$ cat config.mk
export PLATFORM = sky130hd
export DESIGN_NAME = ipc_interrupt_priority_controller
export DESIGN_NICKNAME = d
export VERILOG_FILES = /design/src/hw/ipc_interrupt_priority_controller.v
export VERILOG_INCLUDE_DIRS = /design/src /design/src/shared
export SDC_FILE = /design/constraint.sdc
export NUM_CORES = 1
export LEC_CHECK = 0
export BUFFER_PORTS_ARGS = -buffer_cell sky130_fd_sc_hd__buf_2
export CAP_MARGIN = 10
export CORE_UTILIZATION = 58
export DETAILED_ROUTE_END_ITERATION = 10
export GPL_TIMING_DRIVEN = 0
export PLACE_DENSITY = 0.92
export SKIP_LAST_GASP = 1
export SLEW_MARGIN = 20
export SYNTH_ARGS = -nofsm -noshare
export SYNTH_HDL_FRONTEND = slang
export SYNTH_SLANG_ARGS = --single-unit
$ cat constraint.sdc
create_clock -name clock -period 52.2 [get_ports clock]
set_input_delay 10.44 -clock clock [delete_from_list [all_inputs] [get_ports clock]]
set_output_delay 10.44 -clock clock [all_outputs]
set_load 0.02 [all_outputs]
$ cat src/shared/ipc_defines.vh
// constants for the interrupt priority controller
`ifndef IPC_DEFINES_VH
`define IPC_DEFINES_VH
// ************************************************************
// register offsets (byte addresses)
// ************************************************************
`define IPC_OFS_LOW0 8'hb8
`define IPC_OFS_HIGH0 8'hb9
`define IPC_OFS_LOW3 8'hce
`define IPC_OFS_HIGH3 8'hcf
`define IPC_OFS_LOW1 8'he4
`define IPC_OFS_HIGH1 8'he5
`define IPC_OFS_LOW2 8'he6
`define IPC_OFS_HIGH2 8'he7
`define IPC_OFS_CTRL 8'hf0
`define IPC_OFS_FLAGS_LO 8'hf4
`define IPC_OFS_FLAGS_HI 8'hf8
`define IPC_OFS_STATUS 8'hfc
// ************************************************************
// implemented bit masks and reset values
// ************************************************************
`define IPC_MASK_LOW0 8'h7f
`define IPC_MASK_HIGH0 8'h3f
`define IPC_MASK_G1 8'h1f
`define IPC_MASK_G2 8'h02
`define IPC_MASK_G3 8'h0e
`define IPC_RST_PRIO 8'h00
// control register field positions
`define IPC_CTRL_GIE 0
`define IPC_CTRL_TYPE_A 1
`define IPC_CTRL_TYPE_B 2
// ************************************************************
// timing
// ************************************************************
`define IPC_LATENCY_CYC 2'h3
`endif

$ cat src/hw/ipc_interrupt_priority_controller.v
// interrupt priority arbiter with avalon-mm priority registers
//
// What this block does
// - pending flags stay latched while another interrupt is in service.
// - no acknowledge while the stack is full; here only new takes are blocked.
// - vector jump follows a request only after several cycles latency.
// - each source has four levels from low and high priority bits.
// - level decode: 11 level 3, 10 level 2, 01 level 1, 00 level 0.
// - preemption only by strictly higher level than those in service.
// - at instruction boundary the highest pending level is chosen.
// - within a level the lowest vector address wins.
// - vector order only breaks ties, never overrides level.
// - vectors 0003, 000b, 0013, 001b, 0023 for the first five sources.
// - timer 2 at 002b, i2c 003b, capture units 0043 to 005b.
// - comparator 0063, adc 0073, time base 007b, low volt 008b last.
// - group 0 bits 0..5: ext a, tmr a, ext b, tmr b, serial, tmr c.
// - group 1 bits 0..3 capture units, bit 4 comparator, rest zero.
// - group 2 only bit 1, low voltage detect; others read zero.
// - group 3 bit 1 i2c, bit 2 adc, bit 3 time base; others zero.
// - external request on low level or falling edge unless stack full.
// - per-pin trigger type bit selects each external condition.
// - external request flag cleared by hardware when serviced.
// - trigger type 0 low level, 1 falling edge.
// - one global enable gates all requests besides source enables.
//
// usage notes
// - the core raises insn_boundary where it may branch; a winner is only
//   taken there, then shown three cycles later on irq_req and irq_vector.
// - irq_req stands until core_ack; the accepted source is pulsed on
//   irq_accepted for one cycle so auto-clearing flags can drop.
// - core_reti releases the highest level in service, one per pulse.
// - the choice is frozen at the take edge: a flag that goes away during
//   the latency is still presented, the core must cope with a stale slot.
// - stack_full only blocks new takes; a request already in flight stands.
// - the two pin flags live here; all other flags live in their sources.
// - reads of the register bus insert one wait state, writes none.
`timescale 1ns/100ps
`default_nettype none
`include "ipc_defines.vh"
module ipc_interrupt_priority_controller #(
  parameter NSRC = 15
) (
  // clock and reset
  input wire clock,
  input wire reset,
  // avalon-mm slave
  input wire [7:0] avs_address,
  input wire avs_read,
  input wire avs_write,
  input wire [31:0] avs_writedata,
  input wire [3:0] avs_byteenable,
  output reg [31:0] avs_readdata,
  output wire avs_waitrequest,
  output reg [1:0] avs_response,
  // external interrupt pins, active low
  input wire ext_irq_pin_a,
  input wire ext_irq_pin_b,
  // on-chip request flags and enables, bit order as vector order
  input wire [NSRC-1:0] src_request,
  input wire [NSRC-1:0] src_enable,
  // core handshake
  input wire stack_full,
  input wire insn_boundary,
  input wire core_ack,
  input wire core_reti,
  output reg irq_req,
  output reg [15:0] irq_vector,
  output reg [NSRC-1:0] irq_accepted,
  output reg [3:0] in_service
);
  // ************************************************************
  // registers
  // ************************************************************
  // priority bit pairs, unimplemented bits kept at zero
  reg [7:0] prio_low_group0_reg;
  reg [7:0] prio_high_group0_reg;
  reg [7:0] prio_low_group1_reg;
  reg [7:0] prio_high_group1_reg;
  reg [7:0] prio_low_group2_reg;
  reg [7:0] prio_high_group2_reg;
  reg [7:0] prio_low_group3_reg;
  reg [7:0] prio_high_group3_reg;
  // global enable and pin trigger types
  reg [2:0] ctrl_reg;
  // pin flags, two-flop synchronisers and edge history
  reg ext_a_flag_reg;
  reg ext_b_flag_reg;
  reg [1:0] sync_a_reg;
  reg [1:0] sync_b_reg;
  reg ext_a_prev_reg;
  reg ext_b_prev_reg;
  // bus read phase, latency count and latched winner
  reg rd_done_reg;
  reg [1:0] lat_cnt_reg;
  reg [3:0] win_idx_reg;
  wire global_irq_enable = ctrl_reg[`IPC_CTRL_GIE];
  wire ext_a_trigger_type = ctrl_reg[`IPC_CTRL_TYPE_A];
  wire ext_b_trigger_type = ctrl_reg[`IPC_CTRL_TYPE_B];
  wire ext_a_pin_s = sync_a_reg[1];
  wire ext_b_pin_s = sync_b_reg[1];
  // ************************************************************
  // bus decode
  // ************************************************************
  wire wr_en = avs_write & avs_byteenable[0];
  wire [7:0] wd = avs_writedata[7:0];
  // reads answer one cycle late, writes take immediately
  assign avs_waitrequest = avs_read & ~rd_done_reg;
  // ************************************************************
  // per-source priority bits, vector order
  // ************************************************************
  wire [NSRC-1:0] plo = {prio_low_group2_reg[1], prio_low_group3_reg[3:2],
    prio_low_group1_reg[4:0], prio_low_group3_reg[1],
    prio_low_group0_reg[5:0]};
  wire [NSRC-1:0] phi = {prio_high_group2_reg[1], prio_high_group3_reg[3:2],
    prio_high_group1_reg[4:0], prio_high_group3_reg[1],
    prio_high_group0_reg[5:0]};
  // external flags replace inputs 0 and 2
  wire [NSRC-1:0] flags = {src_request[NSRC-1:3], ext_b_flag_reg,
    src_request[1], ext_a_flag_reg};
  wire [NSRC-1:0] pend = flags & src_enable
    & {NSRC{global_irq_enable}};
  // vector lookup in tie-break order; the index is the source's slot,
  // so a lower index always means a lower vector address
  // vector lookup in tie-break order
  function [15:0] vec_of;
    input [3:0] i;
    begin
      case (i)
        4'h0: vec_of = 16'h0003;
        4'h1: vec_of = 16'h000b;
        4'h2: vec_of = 16'h0013;
        4'h3: vec_of = 16'h001b;
        4'h4: vec_of = 16'h0023;
        4'h5: vec_of = 16'h002b;
        4'h6: vec_of = 16'h003b;
        4'h7: vec_of = 16'h0043;
        4'h8: vec_of = 16'h004b;
        4'h9: vec_of = 16'h0053;
        4'ha: vec_of = 16'h005b;
        4'hb: vec_of = 16'h0063;
        4'hc: vec_of = 16'h0073;
        4'hd: vec_of = 16'h007b;
        default: vec_of = 16'h008b;
      endcase
    end
  endfunction
  // ************************************************************
  // arbitration: best level, then lowest index
  // ************************************************************
  reg [1:0] best_lvl;
  reg [3:0] best_idx;
  reg best_any;
  reg [1:0] lvl;
  integer i;
  // walk from the last slot down: an equal level met later belongs to a
  // lower vector and replaces the earlier pick, a lower level never does,
  // so slot order only splits ties
  always @* begin
    best_lvl = 2'd0;
    best_idx = 4'd0;
    best_any = 1'b0;
    lvl = 2'd0;
    for (i = NSRC - 1; i >= 0; i = i - 1) begin
      lvl = {phi[i], plo[i]};
      // higher level always wins; equal level prefers lower index
      if (pend[i] && (!best_any || lvl >= best_lvl)) begin
        best_lvl = lvl;
        best_idx = i[3:0];
        best_any = 1'b1;
      end
    end
  end
  // highest level currently in service; svc_any low and svc_top 0 when none
  wire svc_any = |in_service;
  wire [1:0] svc_top = in_service[3] ? 2'd3 : in_service[2] ? 2'd2 :
    in_service[1] ? 2'd1 : 2'd0;
  wire can_preempt = best_any & (!svc_any || best_lvl > svc_top);
  // one take at a time: nothing new while a request is in flight or the
  // latency runs, so the vector cannot change under the core; a full stack
  // leaves every flag latched for later
  wire take = can_preempt & insn_boundary & ~stack_full
    & ~irq_req & (lat_cnt_reg == 2'd0);
  // ************************************************************
  // pin synchronisers
  // ************************************************************
  // reset to the idle high level of the pins so that no false falling
  // edge is seen right after reset
  always @(posedge clock or posedge reset) begin
    if (reset) begin
      sync_a_reg <= 2'b11;
      sync_b_reg <= 2'b11;
      ext_a_prev_reg <= 1'b1;
      ext_b_prev_reg <= 1'b1;
    end else begin
      sync_a_reg <= {sync_a_reg[0], ext_irq_pin_a};
      sync_b_reg <= {sync_b_reg[0], ext_irq_pin_b};
      ext_a_prev_reg <= ext_a_pin_s;
      ext_b_prev_reg <= ext_b_pin_s;
    end
  end
  // external trigger conditions; level mode keeps setting the flag for
  // as long as the pin stays low, even right after service
  wire ext_a_hit = ext_a_trigger_type ? (ext_a_prev_reg & ~ext_a_pin_s)
    : ~ext_a_pin_s;
  wire ext_b_hit = ext_b_trigger_type ? (ext_b_prev_reg & ~ext_b_pin_s)
    : ~ext_b_pin_s;
  // pin flags clear themselves on the acknowledge of their own slot only
  wire ack_a = core_ack & irq_req & (win_idx_reg == 4'd0);
  wire ack_b = core_ack & irq_req & (win_idx_reg == 4'd2);
  // ************************************************************
  // external flags: set wins over clear
  // ************************************************************
  // an edge in the acknowledge cycle must not be lost, hence the set
  // branch comes first
  always @(posedge clock or posedge reset) begin
    if (reset) begin
      ext_a_flag_reg <= 1'b0;
      ext_b_flag_reg <= 1'b0;
    end else begin
      if (ext_a_hit)
        ext_a_flag_reg <= 1'b1;
      else if (ack_a)
        ext_a_flag_reg <= 1'b0;
      if (ext_b_hit)
        ext_b_flag_reg <= 1'b1;
      else if (ack_b)
        ext_b_flag_reg <= 1'b0;
    end
  end
  // ************************************************************
  // request, latency and in-service tracking
  // ************************************************************
  reg [3:0] svc_clear;
  // a return releases only the highest level in service, the one whose
  // routine is ending
  always @* begin
    svc_clear = 4'd0;
    if (core_reti) begin
      if (in_service[3]) svc_clear = 4'b1000;
      else if (in_service[2]) svc_clear = 4'b0100;
      else if (in_service[1]) svc_clear = 4'b0010;
      else svc_clear = {3'b000, in_service[0]};
    end
  end
  reg [1:0] win_lvl_reg;
  // take, count down the latency, present the vector, then retire it on
  // the acknowledge and mark its level in service; a return in the same
  // cycle as an acknowledge still releases the older level
  always @(posedge clock or posedge reset) begin
    if (reset) begin
      irq_req <= 1'b0;
      irq_vector <= 16'h0000;
      irq_accepted <= {NSRC{1'b0}};
      in_service <= 4'd0;
      lat_cnt_reg <= 2'd0;
      win_idx_reg <= 4'd0;
      win_lvl_reg <= 2'd0;
    end else begin
      irq_accepted <= {NSRC{1'b0}};
      in_service <= in_service & ~svc_clear;
      if (take) begin
        // hold the choice through a short latency
        lat_cnt_reg <= `IPC_LATENCY_CYC;
        win_idx_reg <= best_idx;
        win_lvl_reg <= best_lvl;
      end else if (lat_cnt_reg != 2'd0) begin
        lat_cnt_reg <= lat_cnt_reg - 2'd1;
        if (lat_cnt_reg == 2'd1) begin
          irq_req <= 1'b1;
          irq_vector <= vec_of(win_idx_reg);
        end
      end else if (irq_req && core_ack) begin
        irq_req <= 1'b0;
        irq_accepted <= {{(NSRC-1){1'b0}}, 1'b1} << win_idx_reg;
        in_service <= (in_service & ~svc_clear)
          | (4'b0001 << win_lvl_reg);
      end
    end
  end
  // ************************************************************
  // register writes
  // ************************************************************
  // byte lane 0 only; unmapped addresses and the read-only flag and
  // status words fall through without effect
  always @(posedge clock or posedge reset) begin
    if (reset) begin
      prio_low_group0_reg <= `IPC_RST_PRIO;
      prio_high_group0_reg <= `IPC_RST_PRIO;
      prio_low_group1_reg <= `IPC_RST_PRIO;
      prio_high_group1_reg <= `IPC_RST_PRIO;
      prio_low_group2_reg <= `IPC_RST_PRIO;
      prio_high_group2_reg <= `IPC_RST_PRIO;
      prio_low_group3_reg <= `IPC_RST_PRIO;
      prio_high_group3_reg <= `IPC_RST_PRIO;
      ctrl_reg <= 3'd0;
    end else if (wr_en) begin
      if (avs_address == `IPC_OFS_LOW0)
        prio_low_group0_reg <= wd & `IPC_MASK_LOW0;
      else if (avs_address == `IPC_OFS_HIGH0)
        prio_high_group0_reg <= wd & `IPC_MASK_HIGH0;
      else if (avs_address == `IPC_OFS_LOW1)
        prio_low_group1_reg <= wd & `IPC_MASK_G1;
      else if (avs_address == `IPC_OFS_HIGH1)
        prio_high_group1_reg <= wd & `IPC_MASK_G1;
      else if (avs_address == `IPC_OFS_LOW2)
        prio_low_group2_reg <= wd & `IPC_MASK_G2;
      else if (avs_address == `IPC_OFS_HIGH2)
        prio_high_group2_reg <= wd & `IPC_MASK_G2;
      else if (avs_address == `IPC_OFS_LOW3)
        prio_low_group3_reg <= wd & `IPC_MASK_G3;
      else if (avs_address == `IPC_OFS_HIGH3)
        prio_high_group3_reg <= wd & `IPC_MASK_G3;
      else if (avs_address == `IPC_OFS_CTRL)
        ctrl_reg <= wd[2:0];
    end
  end
  // ************************************************************
  // register reads
  // ************************************************************
  // unmapped reads return zero with an error response
  reg [7:0] rd_mux;
  reg rd_hit;
  always @* begin
    rd_mux = 8'h00;
    rd_hit = 1'b1;
    if (avs_address == `IPC_OFS_LOW0)
      rd_mux = prio_low_group0_reg;
    else if (avs_address == `IPC_OFS_HIGH0)
      rd_mux = prio_high_group0_reg;
    else if (avs_address == `IPC_OFS_LOW1)
      rd_mux = prio_low_group1_reg;
    else if (avs_address == `IPC_OFS_HIGH1)
      rd_mux = prio_high_group1_reg;
    else if (avs_address == `IPC_OFS_LOW2)
      rd_mux = prio_low_group2_reg;
    else if (avs_address == `IPC_OFS_HIGH2)
      rd_mux = prio_high_group2_reg;
    else if (avs_address == `IPC_OFS_LOW3)
      rd_mux = prio_low_group3_reg;
    else if (avs_address == `IPC_OFS_HIGH3)
      rd_mux = prio_high_group3_reg;
    else if (avs_address == `IPC_OFS_CTRL)
      rd_mux = {5'd0, ctrl_reg};
    else if (avs_address == `IPC_OFS_FLAGS_LO)
      rd_mux = flags[7:0];
    else if (avs_address == `IPC_OFS_FLAGS_HI)
      rd_mux = {1'b0, flags[NSRC-1:8]};
    else if (avs_address == `IPC_OFS_STATUS)
      rd_mux = {irq_req, stack_full, best_lvl, in_service};
    else
      rd_hit = 1'b0;
  end
  // read data registered, waitrequest drops the cycle after; rd_done
  // toggles, so a held read completes every second cycle and back to back
  // reads need no idle edge in between
  always @(posedge clock or posedge reset) begin
    if (reset) begin
      rd_done_reg <= 1'b0;
      avs_readdata <= 32'h0000_0000;
      avs_response <= 2'b00;
    end else begin
      rd_done_reg <= avs_read & ~rd_done_reg;
      if (avs_read && !rd_done_reg) begin
        avs_readdata <= {24'h00_0000, rd_mux};
        avs_response <= rd_hit ? 2'b00 : 2'b10;
      end
    end
  end
endmodule
`default_nettype wire

==> results summary <==
The first-pass GRT wire length came out at 27.99 mm. By area the synthesized netlist is led by dfrtp_1 (35%), ha_1 (6.4%), nand2_1 (4.7%). After filler insertion, the fill cell instance count of the layout stands at 773. STA classifies the critical path startpoint as a primary input. The static power due to leakage is 3.239 nW.

The count of antenna-violating nets left after detailed routing is 0. The initial antenna violation count came to 0. The total global routing track utilization came out at 36.33%.

Max-cap violations in this run came to 0. The clock tree synthesis step divided the H-tree into 3 levels. The final clock skew is 15.44 ps. The number of flops mapped to enable cells by yosys is 0. The hold path startpoint is sync_b_reg[0]. The number of gates resized after CTS was 0.

The synthesized netlist cell count came out at 659. The length in cells of the worst reg-to-reg path came out at 97. The sum of routed wire length over all layers is 17.73 mm. The largest total area in the synthesized netlist belongs to dfrtp_1. The total global routing overflow is 0. The tightest min-delay check is of the flop to flop type.

After floorplanning, the core was sized to cover 9371 sq um. The relative slew slack is 24.08%. Setup repair after global routing left no endpoint under its margin. The detailed-route wire length per cell came out at 19.19 microns. The setup slack of the worst register-to-register path is 29810 ps. The total number of placement rows is 35. The number of pins exceeding their max-slew limit in the final report is 0.

The final sum of negative setup slack is 0 ps. Power spread over the standard cell area amounts to 29.77 nW/um^2. The floorplan step set the die width to 101.2 microns. The flip-flop count of the largest register after layout came out at 15. The count of endpoints failing setup in the final report is 0. For this run, the number of Yosys warnings is 0. The maximum operating frequency is 31.77 MHz.

In the synthesized netlist the async set-or-reset flop fraction comes to 100.0%. Summing every instance area after synthesis gives 5707 sq um. The fraction of the yosys area taken by sequential cells came out at 37.84%. The flow ran to the end, and the final reports show no timing, DRC or antenna violations. The data arrival time at the worst-slack endpoint is 31740 ps. The total clock sinks came out at 86. The number of hold buffers added after cts is 0. The die covers 10240 sq um. The die is 101.2 microns tall. VDD sags by at most 0.01879 mV. The critical-path maximum fanout came out at 9. The effective utilization at floorplan came out at 60.89%.

No sink is reached through more buffers than the 2 on the longest clock path. At the worst endpoint, the required time is 52470 ps. The number of storage elements in the synthesis netlist came out at 86. Clock-pin slew was measured on the worst setup and hold paths at 100 ps.

At the pin with the least slew margin, the transition time is 1139 ps. The top cell type's share of synthesized area is 35.08%. Clock tree synthesis selected as its root buffer the cell clkbuf_8.

The clock latency of the later-clocked register in the worst-skew pair is 370 ps. The number of placed I/O pins is 155. The area growth from synthesis to layout is 16.58%.

The total clock buffers created by CTS came out at 9. The total placed cells including tap cells is 908. The endpoint of the worst hold-timing path is sync_b_reg[1]. The via count normalized by instance count came out at 6.115.

The total half-perimeter wirelength after legalization and detailed placement is 13.78 mm. The critical path in this run is classified as primary input to flop. The number of nets in the final layout came out at 903.

In this design, the critical path's most frequently occurring cell is ha_1. The final cell count without fillers is 924. The final number of hold-violating endpoints came to 0.

The worst hold path passes through 0 cells. TritonCTS built the clock tree. The number of global-route vias before repair was 5411. The first-pass detailed-route iteration total is 7.

The routability congestion estimate from global placement came out at 0.9810. The routed via count came out at 5650. The diode insertion count for antenna repair came out at 0. The delay of the slowest cell on the worst path came out at 580 ps. The count of input and output buffers is 86. The startpoint identified for the worst register-to-register timing path is ctrl_reg[0]. The most used flip-flop cell after synthesis is dfrtp_1. The largest individual stage delay along the critical path comes from the cell o21ai_0.

In this run, the number of DRC markers left after iteration 0 of detailed routing was 449. STA classifies the critical path endpoint as a flop. The post-route minimum period is 31480 ps. The mean cell area of the mapped netlist came out at 8.660 sq um. The capture instance of the worst register-to-register path is win_idx_reg[3].

The number of buffers added for setup after CTS came out at 0. The number of unique standard cell types used by synthesis is 70. The post-route DRC violation count is 0. Of the cells placed in the final design, the portion with a size suffix greater than 1 is 22.64%. The final clock period utilization by the worst path came out at 60.30%. Entering global routing, the biggest net connects 53 pins.
metal layers:
layer  share of wire, %  track usage (%)  routed length [microns]  vias to the layer above
li1                   -                -                        -                     2580
met4                2.7            12.60                      478                        0
met1                 41            50.83                     7195                     2664
met2                 46            57.98                     8170                      363
met3                 11            5.383                     1884                       43
met5                  0                0                        0                        -
per-stage QoR:
stage                     instance area [sq um]  hold WS, ps  worst slack (ps)  total power [W]  util [%]
final                                      6653        362.2             20720        0.0001980     70.99
after CTS                                  6653        362.6             21210        0.0001961     70.99
after global placement                     6422        345.9             21760        0.0001438     68.53
after global routing                       6653        370.5             19450        0.0002083     70.99
after detailed placement                   6452        346.9             20990        0.0001482     68.85
after floorplan                            5831        345.2             24150        0.0001272         -
synth_stat cells, drive strengths merged (2+ instances only):
cell	count
o21ai	48
or3	5
dfrtp	80
a211o	3
a22oi	6
nand2	72
nor2b	5
nand2b	18
buf	36
and3	8
inv	35
nand4	10
nor4bb	2
clkbuf	21
nor2	60
and2	9
a21oi	32
a211oi	5
mux2	24
nand3	26
o22ai	7
o31ai	6
ha	29
a21o	7
a221o	4
nor3	15
a21boi	3
a22o	3
nor4	3
o41ai	5
a31oi	10
nor3b	4
or2	5
a41o	2
dfstp	6
o21a	3
a221oi	9
a222oi	5
mux2i	5
final cells by class:
type                            count  area [sq um]  share of cell area, %
Tap cell                          129         161.4                  2.426
Timing Repair Buffer               87         457.9                  6.884
Clock inverter                      7         76.32                  1.147
Clock buffer                        9         123.9                  1.862
Sequential cell                    86          2160                  32.46
Buffer                             57         346.6                  5.210
Inverter                           36         137.6                  2.069
Multi-Input combinational cell    513          3189                  47.94
layout by cell type, fill, tap and decap left out, types with 9 or more instances in the layout:
master | synthesis | final
a21oi_1 | 32 | 32
a221oi_1 | 9 | 9
and2_1 | 9 | 9
buf_2 | 1 | 87
buf_4 | 35 | 35
clkbuf_1 | 21 | 21
clkbuf_8 | 0 | 9
conb_1 | 1 | 34
dfrtp_1 | 80 | 80
ha_1 | 29 | 29
inv_1 | 35 | 34
mux2_2 | 24 | 24
nand2_1 | 72 | 72
nand2b_1 | 18 | 18
nand3_1 | 26 | 26
nand4_1 | 10 | 10
nor2_1 | 60 | 60
nor3_1 | 15 | 15
o21ai_0 | 47 | 47
cell families after synthesis:
family          Yosys count  synth area share [%]
fa+ha+maj                30                 6.556
compound gates          175                 21.00
mux                      29                 5.613
flops                    86                 37.84
other cells               1               0.06571
buf+inv                  93                 8.441
simple gates            245                 20.48
critical path, delay by kind of cell:
kind                     cells  cell delay [ps]
AO/OA/AOI/OAI               43            10330
AND/OR/NAND/NOR             34             5170
adder cells (fa/ha/maj)     16             4340
multiplexers                 2              780
buffers and inverters        3              670
report_power, final:
part           switching [W]  total [W]  internal (W)
combinational      0.0000423  0.0000675     0.0000252
sequential        0.00000803  0.0000822     0.0000742
clock              0.0000292  0.0000483     0.0000190
worst max-delay path by stage:
stage	start	endpoint	slack (ps)
3_5_place_dp	src_request[14]	win_idx_reg[3]	20990
6_report	src_request[14]	win_idx_reg[3]	20720
2_1_floorplan	src_request[14]	win_idx_reg[3]	24150
4_1_cts	src_request[14]	win_idx_reg[3]	21210
5_1_grt	src_request[14]	win_idx_reg[3]	19450
3_3_place_gp	src_request[14]	win_idx_reg[3]	21760
(Power assumes the default switching activity.)
